<file path="src/prcg_defs.vh">
// Purpose: Constants for the peripheral reset and clock gating block
// Assumes: Avalon-MM byte addressing, 32-bit data
// Notes: Included by the top-level design file only; the clock gate does not include it
`ifndef PRCG_DEFS_VH
`define PRCG_DEFS_VH
`define PRCG_ADDR_W 8
`define PRCG_OFS_RST 8'h10
`define PRCG_OFS_SYSEN 8'h14
`define PRCG_OFS_HIEN 8'h18
`define PRCG_RST_RESET 32'h00000000
`define PRCG_SYSEN_RESET 32'h00000014
`define PRCG_HIEN_RESET 32'h00000000
`define PRCG_RST_MASK 32'h787ec9ff
`define PRCG_SYSEN_MASK 32'h00000157
`define PRCG_HIEN_MASK 32'h00075bfd
// Reset request field positions
`define PRCG_RB_CEC_UNIT 30
`define PRCG_RB_DAC_IF 29
`define PRCG_RB_POWER_IF 28
`define PRCG_RB_BACKUP_IF 27
`define PRCG_RB_I2C_TWO 22
`define PRCG_RB_I2C_ONE 21
`define PRCG_RB_UART_FIVE 20
`define PRCG_RB_UART_FOUR 19
`define PRCG_RB_USART_THREE 18
`define PRCG_RB_USART_TWO 17
`define PRCG_RB_SPI_THREE 15
`define PRCG_RB_SPI_TWO 14
`define PRCG_RB_WATCHDOG 11
`define PRCG_RB_TIMER14 8
`define PRCG_RB_TIMER13 7
`define PRCG_RB_TIMER12 6
`define PRCG_RB_TIMER7 5
`define PRCG_RB_TIMER6 4
`define PRCG_RB_TIMER5 3
`define PRCG_RB_TIMER4 2
`define PRCG_RB_TIMER3 1
`define PRCG_RB_TIMER2 0
// System bus enable field positions
`define PRCG_SB_DMA_ONE 0
`define PRCG_SB_DMA_TWO 1
`define PRCG_SB_SRAM_SLEEP 2
`define PRCG_SB_FLASH_SLEEP 4
`define PRCG_SB_CHECKSUM 6
`define PRCG_SB_STATIC_MEM 8
// High bus enable field positions
`define PRCG_HB_ALT_FUNC_IO 0
`define PRCG_HB_PORT_A 2
`define PRCG_HB_PORT_B 3
`define PRCG_HB_PORT_C 4
`define PRCG_HB_PORT_D 5
`define PRCG_HB_PORT_E 6
`define PRCG_HB_PORT_F 7
`define PRCG_HB_PORT_G 8
`define PRCG_HB_ADC_ONE 9
`define PRCG_HB_TIMER1 11
`define PRCG_HB_SPI_ONE 12
`define PRCG_HB_USART_ONE 14
`define PRCG_HB_TIMER15 16
`define PRCG_HB_TIMER16 17
`define PRCG_HB_TIMER17 18
`endif

</file>
<file path="src/prcg_clk_gate.v">
// Purpose: Glitch-free clock gate for one peripheral clock
// Assumes: Enable changes synchronous to rising edge of clk
// Notes: Enable is captured on the falling edge, so it only moves while clk is low
`timescale 1ns/10ps
module prcg_clk_gate (
  // Clock in
  input wire clk,
  // Enable
  input wire en,
  // Gated clock
  output wire gclk
);
  reg en_lat_r;

  // ************************************************************
  // Falling edge gate
  // ************************************************************
  // glitch free gating
  always @(negedge clk) begin
    en_lat_r <= en;
  end

  assign gclk = clk & en_lat_r;
endmodule // prcg_clk_gate

</file>
<file path="src/prcg_top.v">
// Purpose: Peripheral reset requests and clock enables with gated clocks
// Assumes: Avalon-MM slave, byte addresses, clk 125 MHz
// Notes: Reserved bits read zero; unmapped reads return zero
`include "prcg_defs.vh"
`timescale 1ns/10ps
module prcg_top (
  // Clock and reset
  input wire clk,
  input wire rst_n,
  // Avalon-MM slave
  input wire [7:0] avs_address,
  input wire avs_read,
  input wire avs_write,
  input wire [31:0] avs_writedata,
  input wire [3:0] avs_byteenable,
  output reg [31:0] avs_readdata,
  output reg avs_waitrequest,
  // System state
  input wire sleep_mode,
  input wire high_bus_busy,
  // Peripheral resets, one bit per register bit
  output reg [31:0] low_bus_reset_req,
  // Clock enables
  output reg [31:0] sys_bus_clk_en,
  output reg [31:0] high_bus_clk_en,
  // Gated clocks
  output wire [31:0] sys_bus_gclk,
  output wire [31:0] high_bus_gclk
);

  // ************************************************************
  // Layout constants
  // ************************************************************
  localparam [31:0] RST_MASK = `PRCG_RST_MASK;
  localparam [31:0] SYS_MASK = `PRCG_SYSEN_MASK;
  localparam [31:0] HI_MASK = `PRCG_HIEN_MASK;
  localparam integer NUM_GATES = 32;

  // ************************************************************
  // Internal state
  // ************************************************************
  reg [31:0] rst_r;
  reg [31:0] sysen_r;
  reg [31:0] hien_r;
  reg [31:0] rst_out_nxt;
  reg [31:0] sys_gate_nxt;
  reg [31:0] hi_gate_nxt;
  wire [31:0] be_mask;
  wire sel_rst;
  wire sel_sys;
  wire sel_hi;
  wire bus_req;
  wire hi_stall;
  wire wr_go;
  wire wr_rst;
  wire wr_sys;
  wire wr_hi;

  // ************************************************************
  // Helpers
  // ************************************************************
  function [31:0] merge;
    input [31:0] old_v;
    input [31:0] new_v;
    input [31:0] be;
    input [31:0] mask;
    begin
      merge = ((old_v & ~be) | (new_v & be)) & mask;
    end
  endfunction

  function hit;
    input [7:0] addr;
    input [7:0] ofs;
    begin
      hit = (addr == ofs);
    end
  endfunction

  // ************************************************************
  // Decode
  // ************************************************************
  assign be_mask = {{8{avs_byteenable[3]}}, {8{avs_byteenable[2]}},
                    {8{avs_byteenable[1]}}, {8{avs_byteenable[0]}}};
  assign sel_rst = hit(avs_address, `PRCG_OFS_RST);
  assign sel_sys = hit(avs_address, `PRCG_OFS_SYSEN);
  assign sel_hi = hit(avs_address, `PRCG_OFS_HIEN);
  assign bus_req = avs_read | avs_write;
  assign hi_stall = sel_hi & bus_req & high_bus_busy;
  assign wr_go = avs_write & ~hi_stall;

  // ************************************************************
  // Write strobes
  // ************************************************************
  // writes land in the request cycle
  assign wr_rst = wr_go & sel_rst;
  assign wr_sys = wr_go & sel_sys;
  assign wr_hi = wr_go & sel_hi;

  // ************************************************************
  // Registers
  // ************************************************************
  // reset register store
  always @(posedge clk) begin
    if (!rst_n) begin
      rst_r <= `PRCG_RST_RESET;
    end else if (wr_rst) begin
      rst_r <= merge(rst_r, avs_writedata, be_mask, RST_MASK);
    end
  end

  always @(posedge clk) begin
    if (!rst_n) begin
      sysen_r <= `PRCG_SYSEN_RESET;
    end else if (wr_sys) begin
      sysen_r <= merge(sysen_r, avs_writedata, be_mask, SYS_MASK);
    end
  end

  always @(posedge clk) begin
    if (!rst_n) begin
      hien_r <= `PRCG_HIEN_RESET;
    end else if (wr_hi) begin
      hien_r <= merge(hien_r, avs_writedata, be_mask, HI_MASK);
    end
  end

  // ************************************************************
  // Bus answer
  // ************************************************************
  // reserved bits read zero
  // Read data stand in the request cycle; only a high bus access while high_bus_busy gets wait states
  always @* begin
    avs_readdata = 32'h00000000;
    if (sel_rst) begin
      avs_readdata = rst_r & RST_MASK;
    end else if (sel_sys) begin
      avs_readdata = sysen_r & SYS_MASK;
    end else if (sel_hi) begin
      avs_readdata = hien_r & HI_MASK;
    end
  end

  always @* begin
    avs_waitrequest = hi_stall;
  end

  // ************************************************************
  // Reset request map
  // ************************************************************
  // interface resets
  always @* begin
    rst_out_nxt = 32'h00000000;
    rst_out_nxt[`PRCG_RB_CEC_UNIT] = rst_r[`PRCG_RB_CEC_UNIT];
    rst_out_nxt[`PRCG_RB_DAC_IF] = rst_r[`PRCG_RB_DAC_IF];
    rst_out_nxt[`PRCG_RB_POWER_IF] = rst_r[`PRCG_RB_POWER_IF];
    rst_out_nxt[`PRCG_RB_BACKUP_IF] = rst_r[`PRCG_RB_BACKUP_IF];
    // Serial units
    rst_out_nxt[`PRCG_RB_I2C_TWO] = rst_r[`PRCG_RB_I2C_TWO];
    rst_out_nxt[`PRCG_RB_I2C_ONE] = rst_r[`PRCG_RB_I2C_ONE];
    rst_out_nxt[`PRCG_RB_UART_FIVE] = rst_r[`PRCG_RB_UART_FIVE];
    rst_out_nxt[`PRCG_RB_UART_FOUR] = rst_r[`PRCG_RB_UART_FOUR];
    rst_out_nxt[`PRCG_RB_USART_THREE] = rst_r[`PRCG_RB_USART_THREE];
    rst_out_nxt[`PRCG_RB_USART_TWO] = rst_r[`PRCG_RB_USART_TWO];
    rst_out_nxt[`PRCG_RB_SPI_THREE] = rst_r[`PRCG_RB_SPI_THREE];
    rst_out_nxt[`PRCG_RB_SPI_TWO] = rst_r[`PRCG_RB_SPI_TWO];
    // Watchdog
    rst_out_nxt[`PRCG_RB_WATCHDOG] = rst_r[`PRCG_RB_WATCHDOG];
    // Timers
    rst_out_nxt[`PRCG_RB_TIMER14] = rst_r[`PRCG_RB_TIMER14];
    rst_out_nxt[`PRCG_RB_TIMER13] = rst_r[`PRCG_RB_TIMER13];
    rst_out_nxt[`PRCG_RB_TIMER12] = rst_r[`PRCG_RB_TIMER12];
    rst_out_nxt[`PRCG_RB_TIMER7] = rst_r[`PRCG_RB_TIMER7];
    rst_out_nxt[`PRCG_RB_TIMER6] = rst_r[`PRCG_RB_TIMER6];
    rst_out_nxt[`PRCG_RB_TIMER5] = rst_r[`PRCG_RB_TIMER5];
    rst_out_nxt[`PRCG_RB_TIMER4] = rst_r[`PRCG_RB_TIMER4];
    rst_out_nxt[`PRCG_RB_TIMER3] = rst_r[`PRCG_RB_TIMER3];
    rst_out_nxt[`PRCG_RB_TIMER2] = rst_r[`PRCG_RB_TIMER2];
  end

  // ************************************************************
  // System bus gates
  // ************************************************************
  // system bus gates
  always @* begin
    sys_gate_nxt = 32'h00000000;
    sys_gate_nxt[`PRCG_SB_DMA_ONE] = sysen_r[`PRCG_SB_DMA_ONE];
    sys_gate_nxt[`PRCG_SB_DMA_TWO] = sysen_r[`PRCG_SB_DMA_TWO];
    sys_gate_nxt[`PRCG_SB_CHECKSUM] = sysen_r[`PRCG_SB_CHECKSUM];
    sys_gate_nxt[`PRCG_SB_STATIC_MEM] = sysen_r[`PRCG_SB_STATIC_MEM];
    // Awake, these two clocks always run
    sys_gate_nxt[`PRCG_SB_SRAM_SLEEP] = sysen_r[`PRCG_SB_SRAM_SLEEP] | ~sleep_mode;
    sys_gate_nxt[`PRCG_SB_FLASH_SLEEP] = sysen_r[`PRCG_SB_FLASH_SLEEP] | ~sleep_mode;
  end

  // ************************************************************
  // High bus gates
  // ************************************************************
  // high bus gates
  always @* begin
    hi_gate_nxt = 32'h00000000;
    hi_gate_nxt[`PRCG_HB_TIMER17] = hien_r[`PRCG_HB_TIMER17];
    hi_gate_nxt[`PRCG_HB_TIMER16] = hien_r[`PRCG_HB_TIMER16];
    hi_gate_nxt[`PRCG_HB_TIMER15] = hien_r[`PRCG_HB_TIMER15];
    hi_gate_nxt[`PRCG_HB_USART_ONE] = hien_r[`PRCG_HB_USART_ONE];
    hi_gate_nxt[`PRCG_HB_SPI_ONE] = hien_r[`PRCG_HB_SPI_ONE];
    hi_gate_nxt[`PRCG_HB_TIMER1] = hien_r[`PRCG_HB_TIMER1];
    hi_gate_nxt[`PRCG_HB_ADC_ONE] = hien_r[`PRCG_HB_ADC_ONE];
    // Ports and alternate function IO
    hi_gate_nxt[`PRCG_HB_PORT_G] = hien_r[`PRCG_HB_PORT_G];
    hi_gate_nxt[`PRCG_HB_PORT_F] = hien_r[`PRCG_HB_PORT_F];
    hi_gate_nxt[`PRCG_HB_PORT_E] = hien_r[`PRCG_HB_PORT_E];
    hi_gate_nxt[`PRCG_HB_PORT_D] = hien_r[`PRCG_HB_PORT_D];
    hi_gate_nxt[`PRCG_HB_PORT_C] = hien_r[`PRCG_HB_PORT_C];
    hi_gate_nxt[`PRCG_HB_PORT_B] = hien_r[`PRCG_HB_PORT_B];
    hi_gate_nxt[`PRCG_HB_PORT_A] = hien_r[`PRCG_HB_PORT_A];
    hi_gate_nxt[`PRCG_HB_ALT_FUNC_IO] = hien_r[`PRCG_HB_ALT_FUNC_IO];
  end

  // ************************************************************
  // Output flops
  // ************************************************************
  always @(posedge clk) begin
    if (!rst_n) begin
      low_bus_reset_req <= 32'h00000000;
    end else begin
      low_bus_reset_req <= rst_out_nxt;
    end
  end

  // Reset value matches the awake view of the enable register
  always @(posedge clk) begin
    if (!rst_n) begin
      sys_bus_clk_en <= `PRCG_SYSEN_RESET;
    end else begin
      sys_bus_clk_en <= sys_gate_nxt;
    end
  end

  always @(posedge clk) begin
    if (!rst_n) begin
      high_bus_clk_en <= 32'h00000000;
    end else begin
      high_bus_clk_en <= hi_gate_nxt;
    end
  end

  // ************************************************************
  // Clock gates
  // ************************************************************
  // one gate per enable
  genvar gi;
  generate
    for (gi = 0; gi < NUM_GATES; gi = gi + 1) begin : g_gate
      prcg_clk_gate u_sys (
        .clk(clk),
        .en(sys_bus_clk_en[gi]),
        .gclk(sys_bus_gclk[gi])
      );
      prcg_clk_gate u_hi (
        .clk(clk),
        .en(high_bus_clk_en[gi]),
        .gclk(high_bus_gclk[gi])
      );
    end
  endgenerate

  // readback zeroing lies in each peripheral, driven by these enables
endmodule // prcg_top

</file>
<file path="config.mk">
export PLATFORM = sky130hd
export DESIGN_NAME = prcg_top
export DESIGN_NICKNAME = d
export VERILOG_FILES = /design/src/prcg_clk_gate.v /design/src/prcg_top.v
export VERILOG_INCLUDE_DIRS = /design/src
export SDC_FILE = /design/constraint.sdc
export NUM_CORES = 1
export LEC_CHECK = 0
export BUFFER_PORTS_ARGS = -buffer_cell sky130_fd_sc_hd__buf_2
export CAP_MARGIN = 20
export CORE_ASPECT_RATIO = 0.9
export CORE_MARGIN = 10
export CORE_UTILIZATION = 52
export CTS_CLUSTER_SIZE = 12
export DETAILED_ROUTE_END_ITERATION = 12
export PLACE_DENSITY = 0.87
export SLEW_MARGIN = 20
export SYNTH_ARGS = -nofsm -noshare
export SYNTH_HDL_FRONTEND = slang
export SYNTH_HIERARCHICAL = 1
export SYNTH_SLANG_ARGS = --single-unit
</file>
<file path="constraint.sdc">
create_clock -name clk -period 2.7 [get_ports clk]
set_input_delay 0.27 -clock clk [delete_from_list [all_inputs] [get_ports clk]]
set_output_delay 0.27 -clock clk [all_outputs]
set_load 0.02 [all_outputs]
</file>
; After elaboration in Yosys (flattened, before gate mapping)
; Cells that the tools add are included.
[word_totals]
out_inout_bits = 193
word_cells = 162
register_bits = 203
[classes]
mux = 3
n_eq_ne = 3
bitwise_logic = 83
[ops]
columns = op, count
row1 = AND 1 bit, 70
row2 = AND 31 bit, 2
row3 = 2-to-1 mux 19 bit, 2
row4 = 2-to-1 mux 31 bit, 1
row5 = inverter 31 bit, 1
row6 = bitwise OR 31 bit, 1
row7 = == test 8 x 5 -> 1 bit (second input constant), 3
row8 = AND 19 bit, 1
row9 = bitwise OR 19 bit, 1
row10 = AND 9 bit, 1
row11 = bitwise OR 9 bit, 1
row12 = bitwise OR 1 bit, 3
row13 = inverter 1 bit, 2

; Longest topological paths before layout
[logic_depth]
word_depth = 6
mapped_depth = 5
depth_no_buf = 3

; Hierarchy
; The synthesis kept the hierarchy.
[by_module_without_submodules]
columns = mod, cells_per_inst, seq_area_each_um2, instances, area_each_um2
row1 = prcg_top, 390, 1721.7, 1, 3664.8
row2 = prcg_clk_gate, 3, 20.0, 64, 30.0

==> flow_summary_export.csv <==
group,metric,value,unit
logic_synthesis,avgSynthCellArea,9.599,µm²
hold_path,hold_class,"in2reg",
cts,insertion_delay,600,ps
worst_setup_path,cp.required,2430,ps
routing,wl,18370,µm
routing,drt_iter0_drc,213,
logic_synthesis,syn-cell-area,5587,µm²
floorplan,core,10380,µm²
logic_synthesis,seq_area_frac_synth,0.5375,
sta,hold_viol_final,0,
finish,n_fill_cell,570,
routing,wl_met2,9563,µm
sta,fin_skew,82.43,ps
place,io_buffer_count,175,
global_route,antenna_found_initial,0,
floorplan,die_width,129.3,µm
floorplan,floorplan.initialDensity,0.5383,
power_and_ir_drop,vdd_ir_drop_max,0.0009094,V
logic_synthesis,yosys_register_bits,150,
sta,worst_pin_slew,708.2,ps
worst_setup_path,crit_path_max_fanout,1,
routing,avgRoutedWirePerCell,18.67,µm
global_route,grt_use_total,0.2268,
floorplan,die-area,15290,µm²
sta,drv_slew,0,
global_route,grt_max_degree,38,
finish,layout-drive-gt1-share,0.4117,
finish,multiInputGateArea,2206,µm²
power_and_ir_drop,sw_frac_of_total,0.3397,
global_route,grt_pass1_vias,5702,
floorplan,ioPinCount,243,
global_route,grt_pass1_wl,26570,µm
status,violations,"setup timing",
finish,area_growth,50.26,%
finish,final_nets,891,
routing,met3_length,2118,µm
power_and_ir_drop,p_switching,3.173,mW
status,status,"complete, but fails checks",
routing,maxUsedRoutingLayer,"met4",
floorplan,die_y,118.3,µm
worst_setup_path,end_kind,"primary output",
logic_synthesis,ys_types,29,
worst_setup_path,path_class,"reg2out",
logic_synthesis,synthFlopType,"dfxtp_1",
logic_synthesis,synth_edf_count,0,
routing,drc,0,
power_and_ir_drop,intPower,6.167,mW
logic_synthesis,netlist.area_leader.share,0.5375,
logic_synthesis,synth-warning-count,6,
logic_synthesis,postSynth.asyncResetShare,0,
flow_run,drv_cap,0,
place,place_area,6538,µm²
sta,fin_ws,-158.2,ps
power_and_ir_drop,p_seq_frac,0.243,
logic_synthesis,synthTopCellsByArea,"dfxtp_1, mux2i_1, and2_1",
routing,drtPass1Iterations,5,
cts,clk_pin_slew,100,ps
finish,n_antenna_cell,0,
routing,drt-met1-wl,5844,µm
place,post-place-ws,470.1,ps
routing,vias,4627,
floorplan,row_count,35,
power_and_ir_drop,power_density,1113,nW/µm²
sta,rsz0062_at_grt,"true",
sta,setup_tns,-3871,ps
finish,layout_common_cells,"buf_2, inv_1, dfxtp_1, conb_1, nand2_1",
sta,setup_viol,128,
finish,stdcell_area,8394,µm²
worst_setup_path,critical_path.startpoint_type,"flop",
routing,via_per_inst,4.702,
power_and_ir_drop,p_leak,4.764,nW
sta,maxSlewHeadroom,0.5278,
finish,layout_commonest_cell,"buf_2",
place,gp_congestion,0.7772,
routing,ant_nets,0,
global_route,globalRouteOverflowTotal,0,
worst_setup_path,crit_arrival,2590,ps
cts,cts_tree,"built",
power_and_ir_drop,clock_power_share,0.733,
logic_synthesis,synth_largest_area_cell,"dfxtp_1",
finish,layout.area.seq,3059,µm²
power_and_ir_drop,comb_power_share,0.024,
place,dp_hpwl,9803,µm
logic_synthesis,synthCells,582,
==> per-layer routing <==
metal	vias to the layer above	track usage
met1	2154	0.1792
met4	0	0.2322
met3	92	0.1542
met5	-	0
li1	2121	-
met2	260	0.3544
==> timing repair <==
| item | 4_1_cts | 5_1_grt |
|---|---|---|
| hold buffers | 13 | 0 |
| setup endpoints to repair | 128 | 128 |
| endpoints found under the hold margin | 14 | 0 |
| setup buffers | 0 | 0 |
| gates resized for setup | 182 | 55 |
==> cell families after synthesis <==
| group | Yosys count | share of synthesized area |
|---|---|---|
| other | 1 | 0.0006712 |
| flip-flops | 150 | 0.5375 |
| buffers and inverters | 181 | 0.1648 |
| AO/OA/AOI/OAI | 6 | 0.009854 |
| AND/OR/NAND/NOR | 188 | 0.1868 |
| multiplexers | 56 | 0.1003 |
==> synth_stat cells, types with 2 or more instances <==
library cell	instances
clkbuf_1	12
and3_1	3
mux2i_1	56
nand4_1	2
nand4b_1	3
buf_6	2
nand2_1	69
nor2_1	14
nand3_1	2
nor4_4	3
nand3b_1	2
buf_4	60
or2_2	2
a2bb2oi_1	5
dfxtp_1	150
nor2b_1	5
inv_1	105
nor3_1	2
and2_1	75
==> worst max-delay path, cell delays in order, from the launching register on <==
cell and delay (ps):
dfxtp_2 350, and2_4 140, buf_6 110
==> cell type report <==
cell class,instances,share of cell area
clock inverters,80,0.05053
inverters,41,0.01833
multi-input cells,353,0.2628
repair buffers,130,0.08854
clock buffers,101,0.1962
well taps,129,0.01923
flip-flops and latches,150,0.3644
==> power groups by stage <==
stage	combinational [mW]	clock (mW)	sequential, mW
floorplan	0.203	1.08	2.30
global placement	0.186	1.39	2.30
detailed placement	0.187	1.39	2.30
CTS	0.204	6.65	2.26
global route	0.238	7.24	2.27
finish	0.222	6.85	2.27
==> stage by stage <==
stage	utilization	std cells	power, mW	hold slack, ps
6_report	0.8088	984	9.340	22.08
2_1_floorplan	-	684	3.588	353.2
4_1_cts	0.8004	984	9.123	2.314
5_1_grt	0.8088	984	9.750	3.110
3_3_place_gp	0.6299	918	3.875	430.7
3_5_place_dp	0.6299	918	3.879	440.3
==> path summary, 6_finish.rpt <==
path                                 start                  endpoint  slack (ps)  cells after the start
setup / recovery  g_gate[13].u_hi/en_lat_r         high_bus_gclk[13]        -160                      2
hold / removal           avs_writedata[17]                      flop          20                      3
hold reg to reg                       flop       high_bus_clk_en[17]         460                      2
setup reg to reg         sys_bus_clk_en[4]  g_gate[4].u_sys/en_lat_r         960                      0
Power figures use the tool's default switching activity.
